<file path="config.mk">
export PLATFORM = sky130hd
export DESIGN_NAME = mic_power_control
export DESIGN_NICKNAME = d
export VERILOG_FILES = /design/src/mic_power_pkg.sv /design/src/mic_power_control.sv /design/src/mic_sample_fifo.sv
export SDC_FILE = /design/constraint.sdc
export NUM_CORES = 1
export LEC_CHECK = 0
export BUFFER_PORTS_ARGS = -buffer_cell sky130_fd_sc_hd__buf_2
export CORE_MARGIN = 2
export CORE_UTILIZATION = 42
export DETAILED_ROUTE_END_ITERATION = 16
export PLACE_DENSITY = 0.64
export SYNTH_ARGS = -nofsm -noshare
export SYNTH_HDL_FRONTEND = slang
export SYNTH_HIERARCHICAL = 1
export SYNTH_SLANG_ARGS = --single-unit
</file>
<file path="constraint.sdc">
create_clock -name mclk -period 4.8 [get_ports mclk]
set_input_delay 0.96 -clock mclk [delete_from_list [all_inputs] [get_ports mclk]]
set_output_delay 0.96 -clock mclk [all_outputs]
set_load 0.1 [all_outputs]
</file>
<file path="src/mic_power_pkg.sv">
/*
 * Shared constants and types for the bit-clock driven power-state control
 * of a serial-audio microphone slave.
 * Assumes a 50 MHz local reference clock; all counts derive from it.
 */
package mic_power_pkg;

   // ------------------------------------------------------------------
   // reference clock and band limits
   // ------------------------------------------------------------------
   localparam int CLK_PERIOD_NS    = 20;
   localparam int NS_PER_KHZ_CYCLE = 1000000;
   localparam int SLEEP_FREQ_KHZ   = 200;
   localparam int LOW_FREQ_MIN_KHZ = 600;
   localparam int LOW_FREQ_MAX_KHZ = 800;
   localparam int FULL_FREQ_MIN_KHZ = 2000;
   localparam int FULL_FREQ_MAX_KHZ = 3700;
   localparam int WAKE_DELAY_US    = 6000;
   localparam int NS_PER_US        = 1000;

   // bit-clock period bounds in reference cycles: least rounds up,
   // longest rounds down
   localparam int SLEEP_CYC = NS_PER_KHZ_CYCLE
                              / (SLEEP_FREQ_KHZ * CLK_PERIOD_NS);
   localparam int LOW_MIN_CYC = (NS_PER_KHZ_CYCLE
      + LOW_FREQ_MAX_KHZ * CLK_PERIOD_NS - 1)
      / (LOW_FREQ_MAX_KHZ * CLK_PERIOD_NS);
   localparam int LOW_MAX_CYC = NS_PER_KHZ_CYCLE
                                / (LOW_FREQ_MIN_KHZ * CLK_PERIOD_NS);
   localparam int FULL_MIN_CYC = (NS_PER_KHZ_CYCLE
      + FULL_FREQ_MAX_KHZ * CLK_PERIOD_NS - 1)
      / (FULL_FREQ_MAX_KHZ * CLK_PERIOD_NS);
   localparam int FULL_MAX_CYC = NS_PER_KHZ_CYCLE
                                 / (FULL_FREQ_MIN_KHZ * CLK_PERIOD_NS);
   localparam int WAKE_CYC = WAKE_DELAY_US * NS_PER_US / CLK_PERIOD_NS;
   localparam int PERIOD_W = 9;

   // ------------------------------------------------------------------
   // serial word format
   // ------------------------------------------------------------------
   localparam int SAMPLE_BITS    = 24;
   localparam int WORD_FULL_BITS = 24;
   localparam int WORD_LOW_BITS  = 16;
   localparam int PAD_BITS       = 4;
   localparam int FIFO_DEPTH     = 16;
   localparam int BITCNT_W       = 5;

   // synchroniser lanes
   localparam int PIN_SCK  = 0;
   localparam int PIN_WS   = 1;
   localparam int PIN_CHAN = 2;
   localparam int PIN_NUM  = 3;

   // power states, gray along sleep -> low -> full
   typedef enum logic [1:0] {
      PWR_SLEEP = 2'h0,
      PWR_LOW   = 2'h1,
      PWR_FULL  = 2'h3
   } power_state_t;

endpackage

</file>
<file path="src/mic_power_control.sv">
/*
 * Power-state control and serial data slot for a microphone acting as a
 * serial-audio slave: classifies the incoming bit clock, holds the data
 * pin released in sleep, and shifts samples out in its own channel slot.
 * Assumes bit clock, word select and channel select arrive as raw pins,
 * and samples come from logic on mclk through a valid/ready stream.
 */
`timescale 1ns/100ps

// Summary of operation
// - A bit clock between 600 and 800 kHz puts the block in low-rate mode.
// - A bit clock below 200 kHz puts the block in sleep.
// - In sleep the data pin is released and driven to no level.
// - Output starts 6 ms after a valid clock returns from sleep.
// - A sleeping block shares the data line without loading it.
// - Words are MSB first, one clock late, 24 bits with 4 zero LSBs or 16.
// - The pin is driven only in the own slot, released right after LSB.
// - Channel select picks the slot after the word-select fall or rise.
module mic_power_control #(
   parameter int WAKE_CYCLES = mic_power_pkg::WAKE_CYC,
   parameter int FIFO_DEPTH  = mic_power_pkg::FIFO_DEPTH
) (
   input  wire logic                        mclk,
   input  wire logic                        resetn,
   input  wire logic                        clkEn,
   input  wire logic                        bitClk,
   input  wire logic                        wordSel,
   input  wire logic                        channelSlotSelect,
   input  wire logic [mic_power_pkg::SAMPLE_BITS-1:0] sampleData,
   input  wire logic                        sampleValid,
   output logic                             sampleReady,
   output logic                             sdOut,
   output logic                             sdOe,
   output mic_power_pkg::power_state_t      powerState
);

   localparam int PW = mic_power_pkg::PERIOD_W;
   localparam int SW = mic_power_pkg::SAMPLE_BITS;
   localparam int CW = mic_power_pkg::BITCNT_W;
   localparam int WW = $clog2(WAKE_CYCLES + 1);
   localparam logic [PW-1:0] SLEEP_LIM = PW'(mic_power_pkg::SLEEP_CYC);
   localparam logic [PW-1:0] LOW_MIN   = PW'(mic_power_pkg::LOW_MIN_CYC);
   localparam logic [PW-1:0] LOW_MAX   = PW'(mic_power_pkg::LOW_MAX_CYC);
   localparam logic [PW-1:0] FULL_MIN  = PW'(mic_power_pkg::FULL_MIN_CYC);
   localparam logic [PW-1:0] FULL_MAX  = PW'(mic_power_pkg::FULL_MAX_CYC);
   localparam logic [PW-1:0] PERIOD_ONE = PW'(1);
   localparam logic [WW-1:0] WAKE_LIM  = WW'(WAKE_CYCLES);
   localparam logic [CW-1:0] LEN_FULL  =
      CW'(mic_power_pkg::WORD_FULL_BITS - 1);
   localparam logic [CW-1:0] LEN_LOW   =
      CW'(mic_power_pkg::WORD_LOW_BITS - 1);
   localparam logic [CW-1:0] PAD_LIM   = CW'(mic_power_pkg::PAD_BITS);
   localparam int PAD  = mic_power_pkg::PAD_BITS;
   localparam int LPAD = SW - mic_power_pkg::WORD_LOW_BITS;
   localparam int NP   = mic_power_pkg::PIN_NUM;

   logic [NP-1:0] pinS1_q;
   logic [NP-1:0] pinS2_q;
   logic [NP-1:0] pinS3_q;
   logic [NP-1:0] pinF_q;
   logic          sckPrev_q;
   logic          sckRise;
   logic          sckFall;
   logic          wsF;
   logic          chanF;
   logic [PW-1:0] periodCnt_q;
   logic          inLow;
   logic          inFull;
   logic [WW-1:0] wakeCnt_q;
   logic          awake;
   logic          wsSmp_q;
   logic          startPend_q;
   logic [SW-1:0] shift_q;
   logic [CW-1:0] bitCnt_q;
   logic [SW-1:0] word;
   logic [CW-1:0] wordLen;
   logic [SW-1:0] fifoData;
   logic          fifoValid;
   logic          fifoPop;

   // ------------------------------------------------------------------
   // pin synchronisers
   // ------------------------------------------------------------------
   // three stages; a level is taken only once stages two and three agree,
   // which also swallows single-cycle glitches on the pins
   always_ff @(posedge mclk or negedge resetn) begin
      if (!resetn) begin
         pinS1_q   <= '0;
         pinS2_q   <= '0;
         pinS3_q   <= '0;
         pinF_q    <= '0;
         sckPrev_q <= 1'b0;
      end else if (clkEn) begin
         pinS1_q   <= {channelSlotSelect, wordSel, bitClk};
         pinS2_q   <= pinS1_q;
         pinS3_q   <= pinS2_q;
         for (int i = 0; i < NP; i++) begin
            if (pinS2_q[i] == pinS3_q[i]) begin
               pinF_q[i] <= pinS3_q[i];
            end
         end
         sckPrev_q <= pinF_q[mic_power_pkg::PIN_SCK];
      end
   end

   assign sckRise = pinF_q[mic_power_pkg::PIN_SCK] & ~sckPrev_q;
   assign sckFall = ~pinF_q[mic_power_pkg::PIN_SCK] & sckPrev_q;
   assign wsF     = pinF_q[mic_power_pkg::PIN_WS];
   assign chanF   = pinF_q[mic_power_pkg::PIN_CHAN];

   // ------------------------------------------------------------------
   // bit-clock rate classification
   // ------------------------------------------------------------------
   // period in reference cycles, saturating at the sleep limit so a
   // stopped clock reads the same as a very slow one
   always_ff @(posedge mclk or negedge resetn) begin
      if (!resetn) begin
         periodCnt_q <= SLEEP_LIM;
      end else if (clkEn) begin
         if (sckRise) begin
            periodCnt_q <= PERIOD_ONE;
         end else if (periodCnt_q != SLEEP_LIM) begin
            periodCnt_q <= periodCnt_q + 1'b1;
         end
      end
   end

   assign inLow  = (periodCnt_q >= LOW_MIN) & (periodCnt_q <= LOW_MAX);
   assign inFull = (periodCnt_q >= FULL_MIN) & (periodCnt_q <= FULL_MAX);

   // state from measured band
   // a single period decides; sampling jitter is one cycle, well inside
   // the gaps between bands
   always_ff @(posedge mclk or negedge resetn) begin
      if (!resetn) begin
         powerState <= mic_power_pkg::PWR_SLEEP;
      end else if (clkEn) begin
         if (periodCnt_q == SLEEP_LIM) begin
            powerState <= mic_power_pkg::PWR_SLEEP;
         end else if (sckRise && inLow) begin
            powerState <= mic_power_pkg::PWR_LOW;
         end else if (sckRise && inFull) begin
            powerState <= mic_power_pkg::PWR_FULL;
         end
      end
   end

   // wake-up delay counter
   // only a pass through sleep restarts it; low/full switching does not
   always_ff @(posedge mclk or negedge resetn) begin
      if (!resetn) begin
         wakeCnt_q <= '0;
      end else if (clkEn) begin
         if (powerState == mic_power_pkg::PWR_SLEEP) begin
            wakeCnt_q <= '0;
         end else if (wakeCnt_q != WAKE_LIM) begin
            wakeCnt_q <= wakeCnt_q + 1'b1;
         end
      end
   end

   assign awake = (wakeCnt_q == WAKE_LIM) &
                  (powerState != mic_power_pkg::PWR_SLEEP);

   // ------------------------------------------------------------------
   // serial slot
   // ------------------------------------------------------------------
   // word select as seen at each rising bit-clock edge
   always_ff @(posedge mclk or negedge resetn) begin
      if (!resetn) begin
         wsSmp_q <= 1'b0;
      end else if (clkEn && sckRise) begin
         wsSmp_q <= wsF;
      end
   end

   // word build per mode
   // an empty FIFO sends silence rather than stalling the frame
   always_comb begin
      word    = '0;
      wordLen = LEN_LOW;
      unique case (powerState)
         mic_power_pkg::PWR_FULL: begin
            word    = {fifoData[SW-1:PAD], {PAD{1'b0}}};
            wordLen = LEN_FULL;
         end
         mic_power_pkg::PWR_LOW: begin
            word    = {fifoData[SW-1:LPAD], {LPAD{1'b0}}};
            wordLen = LEN_LOW;
         end
         default: begin
            word    = '0;
            wordLen = LEN_LOW;
         end
      endcase
      if (!fifoValid) begin
         word = '0;
      end
   end

   assign fifoPop = clkEn & awake & sckFall & startPend_q;

   // pin drive and shifter
   // data changes on falling edges so the master samples on rising ones
   always_ff @(posedge mclk or negedge resetn) begin
      if (!resetn) begin
         startPend_q <= 1'b0;
         shift_q     <= '0;
         bitCnt_q    <= '0;
         sdOut       <= 1'b0;
         sdOe        <= 1'b0;
      end else if (clkEn) begin
         if (!awake) begin
            startPend_q <= 1'b0;
            bitCnt_q    <= '0;
            sdOut       <= 1'b0;
            sdOe        <= 1'b0;
         end else if (sckRise) begin
            startPend_q <= (wsF != wsSmp_q) & (wsF == chanF);
         end else if (sckFall) begin
            if (startPend_q) begin
               sdOut       <= word[SW-1];
               shift_q     <= {word[SW-2:0], 1'b0};
               bitCnt_q    <= wordLen;
               sdOe        <= 1'b1;
               startPend_q <= 1'b0;
            end else if (sdOe && bitCnt_q != '0) begin
               sdOut    <= shift_q[SW-1];
               shift_q  <= {shift_q[SW-2:0], 1'b0};
               bitCnt_q <= bitCnt_q - 1'b1;
            end else begin
               sdOut <= 1'b0;
               sdOe  <= 1'b0;   // released straight after the LSB
            end
         end
      end
   end

   // ------------------------------------------------------------------
   // sample buffer
   // ------------------------------------------------------------------
   mic_sample_fifo #(
      .WIDTH (SW),
      .DEPTH (FIFO_DEPTH)
   ) sampleFifo (
      .mclk     (mclk),
      .resetn   (resetn),
      .clkEn    (clkEn),
      .inData   (sampleData),
      .inValid  (sampleValid),
      .inReady  (sampleReady),
      .outData  (fifoData),
      .outValid (fifoValid),
      .outReady (fifoPop)
   );

   // ------------------------------------------------------------------
   // checks
   // ------------------------------------------------------------------
   a_low_band_entry: assert property (
      @(posedge mclk) disable iff (!resetn)
      (clkEn && sckRise && inLow) |=>
         powerState == mic_power_pkg::PWR_LOW)
      else $error("low band period did not select low-rate mode");

   a_slow_clock_sleep: assert property (
      @(posedge mclk) disable iff (!resetn)
      (clkEn && periodCnt_q == SLEEP_LIM) |=>
         powerState == mic_power_pkg::PWR_SLEEP)
      else $error("slow bit clock did not enter sleep");

   a_sleep_released: assert property (
      @(posedge mclk) disable iff (!resetn)
      (clkEn && powerState == mic_power_pkg::PWR_SLEEP) |=> !sdOe)
      else $error("data pin driven while asleep");

   a_wake_delay_met: assert property (
      @(posedge mclk) disable iff (!resetn)
      $rose(sdOe) |-> (wakeCnt_q == WAKE_LIM) &&
         $past(powerState) != mic_power_pkg::PWR_SLEEP)
      else $error("data driven before wake delay elapsed");

   a_sleep_no_load: assert property (
      @(posedge mclk) disable iff (!resetn)
      (clkEn && powerState == mic_power_pkg::PWR_SLEEP) |=> !sdOe && !sdOut)
      else $error("sleeping block still loads the data line");

   a_pad_bits_zero: assert property (
      @(posedge mclk) disable iff (!resetn)
      (sdOe && powerState == mic_power_pkg::PWR_FULL &&
       bitCnt_q < PAD_LIM) |-> !sdOut)
      else $error("full-rate pad bit not zero");

   a_release_after_lsb: assert property (
      @(posedge mclk) disable iff (!resetn)
      (clkEn && sckFall && sdOe && bitCnt_q == '0 && !startPend_q) |=>
         !sdOe)
      else $error("data pin not released after the LSB");

   a_slot_select: assert property (
      @(posedge mclk) disable iff (!resetn)
      $rose(sdOe) |-> wsSmp_q == chanF)
      else $error("word driven in the wrong channel slot");

   a_gap_holds: assert property (
      @(posedge mclk) disable iff (!resetn)
      (clkEn && sckRise && !inLow && !inFull &&
       periodCnt_q != SLEEP_LIM) |=> $stable(powerState))
      else $error("gap frequency changed the power state");

endmodule

</file>
<file path="src/mic_sample_fifo.sv">
/*
 * Sample FIFO with registered read data and valid/ready on both sides.
 * Assumes DEPTH is a power of two; one extra word sits in the output
 * register, so the total capacity is DEPTH + 1.
 */
`timescale 1ns/100ps

module mic_sample_fifo #(
   parameter int WIDTH = 24,
   parameter int DEPTH = 16
) (
   input  wire logic             mclk,
   input  wire logic             resetn,
   input  wire logic             clkEn,
   input  wire logic [WIDTH-1:0] inData,
   input  wire logic             inValid,
   output logic                  inReady,
   output logic      [WIDTH-1:0] outData,
   output logic                  outValid,
   input  wire logic             outReady
);

   localparam int AW = $clog2(DEPTH);

   logic [WIDTH-1:0] mem [DEPTH];
   logic [AW-1:0]    wrPtr_q;
   logic [AW-1:0]    rdPtr_q;
   logic [AW:0]      cnt_q;
   logic [AW:0]      cnt_d;
   logic             push;
   logic             load;

   // ------------------------------------------------------------------
   // handshake terms
   // ------------------------------------------------------------------
   // refill the output register whenever it is empty or being taken
   assign push  = inValid & inReady;
   assign load  = (cnt_q != '0) & (~outValid | outReady);
   assign cnt_d = cnt_q + {{AW{1'b0}}, push} - {{AW{1'b0}}, load};

   // storage, no reset needed on the array
   always_ff @(posedge mclk) begin
      if (clkEn && push) begin
         mem[wrPtr_q] <= inData;
      end
   end

   // pointers and occupancy
   always_ff @(posedge mclk or negedge resetn) begin
      if (!resetn) begin
         wrPtr_q <= '0;
         rdPtr_q <= '0;
         cnt_q   <= '0;
         inReady <= 1'b1;
      end else if (clkEn) begin
         if (push) begin
            wrPtr_q <= wrPtr_q + 1'b1;
         end
         if (load) begin
            rdPtr_q <= rdPtr_q + 1'b1;
         end
         cnt_q   <= cnt_d;
         inReady <= cnt_d < (AW+1)'(DEPTH);   // registered back-pressure
      end
   end

   // output register
   always_ff @(posedge mclk or negedge resetn) begin
      if (!resetn) begin
         outData  <= '0;
         outValid <= 1'b0;
      end else if (clkEn) begin
         if (load) begin
            outData  <= mem[rdPtr_q];
            outValid <= 1'b1;
         end else if (outReady) begin
            outValid <= 1'b0;
         end
      end
   end

endmodule

</file>
==> results.toml <==
[timing]
slew-limit-headroom_pct = 22.5
rsz0062_at_grt = "false"
period_minus_slack_ns = 3.63
max_slew.worst_pin.slew_ns = 1.16
hold_viol = 0
min_period_over_period_pct = 75.6
drv_slew = 0
worst_slack_ns = 1.17
fin_skew_ns = 0.0221
finalSetupViolCount = 0
setup_tns_ns = 0
clock.fmax_ghz = 0.275

[floorplan]
core_area_sq_um = 41000
initial_core_util_pct = 42.8
die_y_um = 208
pin_count = 36
fp-row-count = 74
fp.dieW_um = 208
die_area_sq_um = 43500

[cts]
cts_setup_buffers = 0
clockBufferDepth = 3
htree_num_levels = 2
clkLatencyLatePin_ns = 0.58
cts_buffers = 44
cts.reportedPaths.clkPinSlew_ns = 0.06
hold_buffers = 0
cts_root_buf = "clkbuf_16"
cts_tree = "built"
cts_sinks = 426
cts_resized = 0

[logic_synthesis]
netlist_instances = 1036
syn_area_sq_um = 17600
yosys_warnings = 6
synthesis.nets = 1088
avgSynthCellArea_sq_um = 16.9

[finish]
stdcell_area_sq_um = 19700
fin_util_pct = 48.0
syn_to_final_growth_pct = 12.2
final_layout_size_suffix_gt1_share_pct = 22.7
fillerInstances = 3465
nets = 1136

[power]
fin_total_pwr_mw = 9.81
p_leak_nw = 6.73
max-vdd-ir-drop_uv = 326
p_per_area_nw_per_um2 = 498

[drt]
drc_errors = 0
final_antenna_net_count = 0
viasPerCell = 5.59
wl_per_cell_um = 22.1
wl_um = 36600
drt-initial-drc-count = 736
drt-pass1-iter-count = 5
via_count = 9237

[critical_path]
crit_fanout = 9
worst-endpoint-arrival_ns = 4.12
worstPathRequired_ns = 5.29
critPathLaunchType = "flip-flop"
end_kind = "flip-flop"
worstSetupPathType = "reg -> reg"

[placed_design]
gp_congestion = 0.795
placed_area_sq_um = 18300
place_ws_ns = 1.18
place_hpwl_um = 20100
io_buffer_count = 31

[global_routing]
grt_usage_pct = 17.3
gr-total-overflow = 0
grt_pass1_vias = 9431
grt_max_degree = 62
grt_pass1_wl_um = 57000
antenna_found_initial = 3

[run]
drv_cap = 0

[worst_hold_path]
holdCritPathClass = "in -> async"

[run_status]
status = "completed"
==> cell type report <==
| class | count | area [sq um] | share of cell area [%] |
|---|---|---|---|
| clock buffer | 57 | 1150 | 5.84 |
| sequential | 426 | 12300 | 62.3 |
| inverter | 38 | 143 | 0.724 |
| clock inverter | 24 | 209 | 1.06 |
| tap | 532 | 666 | 3.38 |
| antenna | 1 | 2.50 | 0.0127 |
| timing repair buffer | 60 | 413 | 2.10 |
| multi-input combinational | 514 | 4840 | 24.6 |
==> cell usage in the layout, fill, tap and decap left out, drive strengths merged, types with 21 or more instances in the layout <==
cell	instances
mux4	80
o22ai	41
a21oi	44
and2	21
nand2	50
o21ai	36
clkbuf	57
buf	60
nor2	34
edfxtp	320
mux2	41
inv	40
dfrtp	99
==> metrics by stage <==
step	hold slack [ns]	std cells
after floorplan	0.475	1036
after global routing	0.425	1651
after global placement	0.486	1570
after detailed placement	0.497	1570
final	0.391	1652
after CTS	0.400	1651
==> final timing paths <==
check                                     startpoint                              to  slack, ns  cells past startpoint
hold reg to reg               pinS1_q[0]$_DFFE_PN0P_          pinS2_q[0]$_DFFE_PN0P_       0.50                      1
max in group asynchronous                     resetn  sampleFifo/inReady$_DFFE_PN1P_       3.49                      2
hold / removal                                resetn        wakeCnt_q[7]$_DFFE_PN0P_       0.39                      1
setup / recovery           wakeCnt_q[13]$_DFFE_PN0P_  sampleFifo/inReady$_DFFE_PN1P_       1.17                     17
min in group mclk             pinS1_q[0]$_DFFE_PN0P_          pinS2_q[0]$_DFFE_PN0P_       0.50                      1
setup reg to reg           wakeCnt_q[13]$_DFFE_PN0P_  sampleFifo/inReady$_DFFE_PN1P_       1.17                     17
==> worst max-delay path, cell delays in order (launching register included) <==
cell and delay, ns:
dfrtp_1 0.42, or4_1 0.53, nor2_1 0.12, buf_4 0.17
nand4_1 0.13, nor2_1 0.17, inv_1 0.10, a21oi_1 0.17
ha_1 0.25, inv_1 0.05, ha_1 0.15, inv_1 0.06
fa_1 0.38, nand2b_1 0.17, a21oi_1 0.15, nor2_1 0.08
xnor3_1 0.18, mux2_2 0.27
==> sequential cells by signal (all words and copies together), names as in the netlist <==
register / flops
sampleFifo/mem: 320
sampleFifo/outData: 20
shift_q: 19
wakeCnt_q: 19
periodCnt_q: 9
bitCnt_q: 5
sampleFifo/cnt_q: 5
sampleFifo/rdPtr_q: 4
sampleFifo/wrPtr_q: 4
pinF_q: 3
pinS1_q: 3
pinS2_q: 3
pinS3_q: 3
powerState: 2
sampleFifo/inReady: 1
sampleFifo/outValid: 1
sckPrev_q: 1
sdOe: 1
sdOut: 1
startPend_q: 1
wsSmp_q: 1
==> report_power, final <==
part	switching (mW)	leakage [nW]	internal, mW
registers	0.396	4.15	4.26
clock network	1.43	0.660	1.82
logic	0.939	1.92	0.973
==> per-layer routing <==
metal / part of all wire, % / routed length [um] / GRT usage, %
met3: 5.8 / 2120 / 3.46
met1: 45 / 16400 / 24.1
met5: 0.055 / 20 / 0
met4: 2.2 / 787 / 5.23
met2: 47 / 17200 / 27.7
Note: power is estimated with default switching activity, not from simulation.
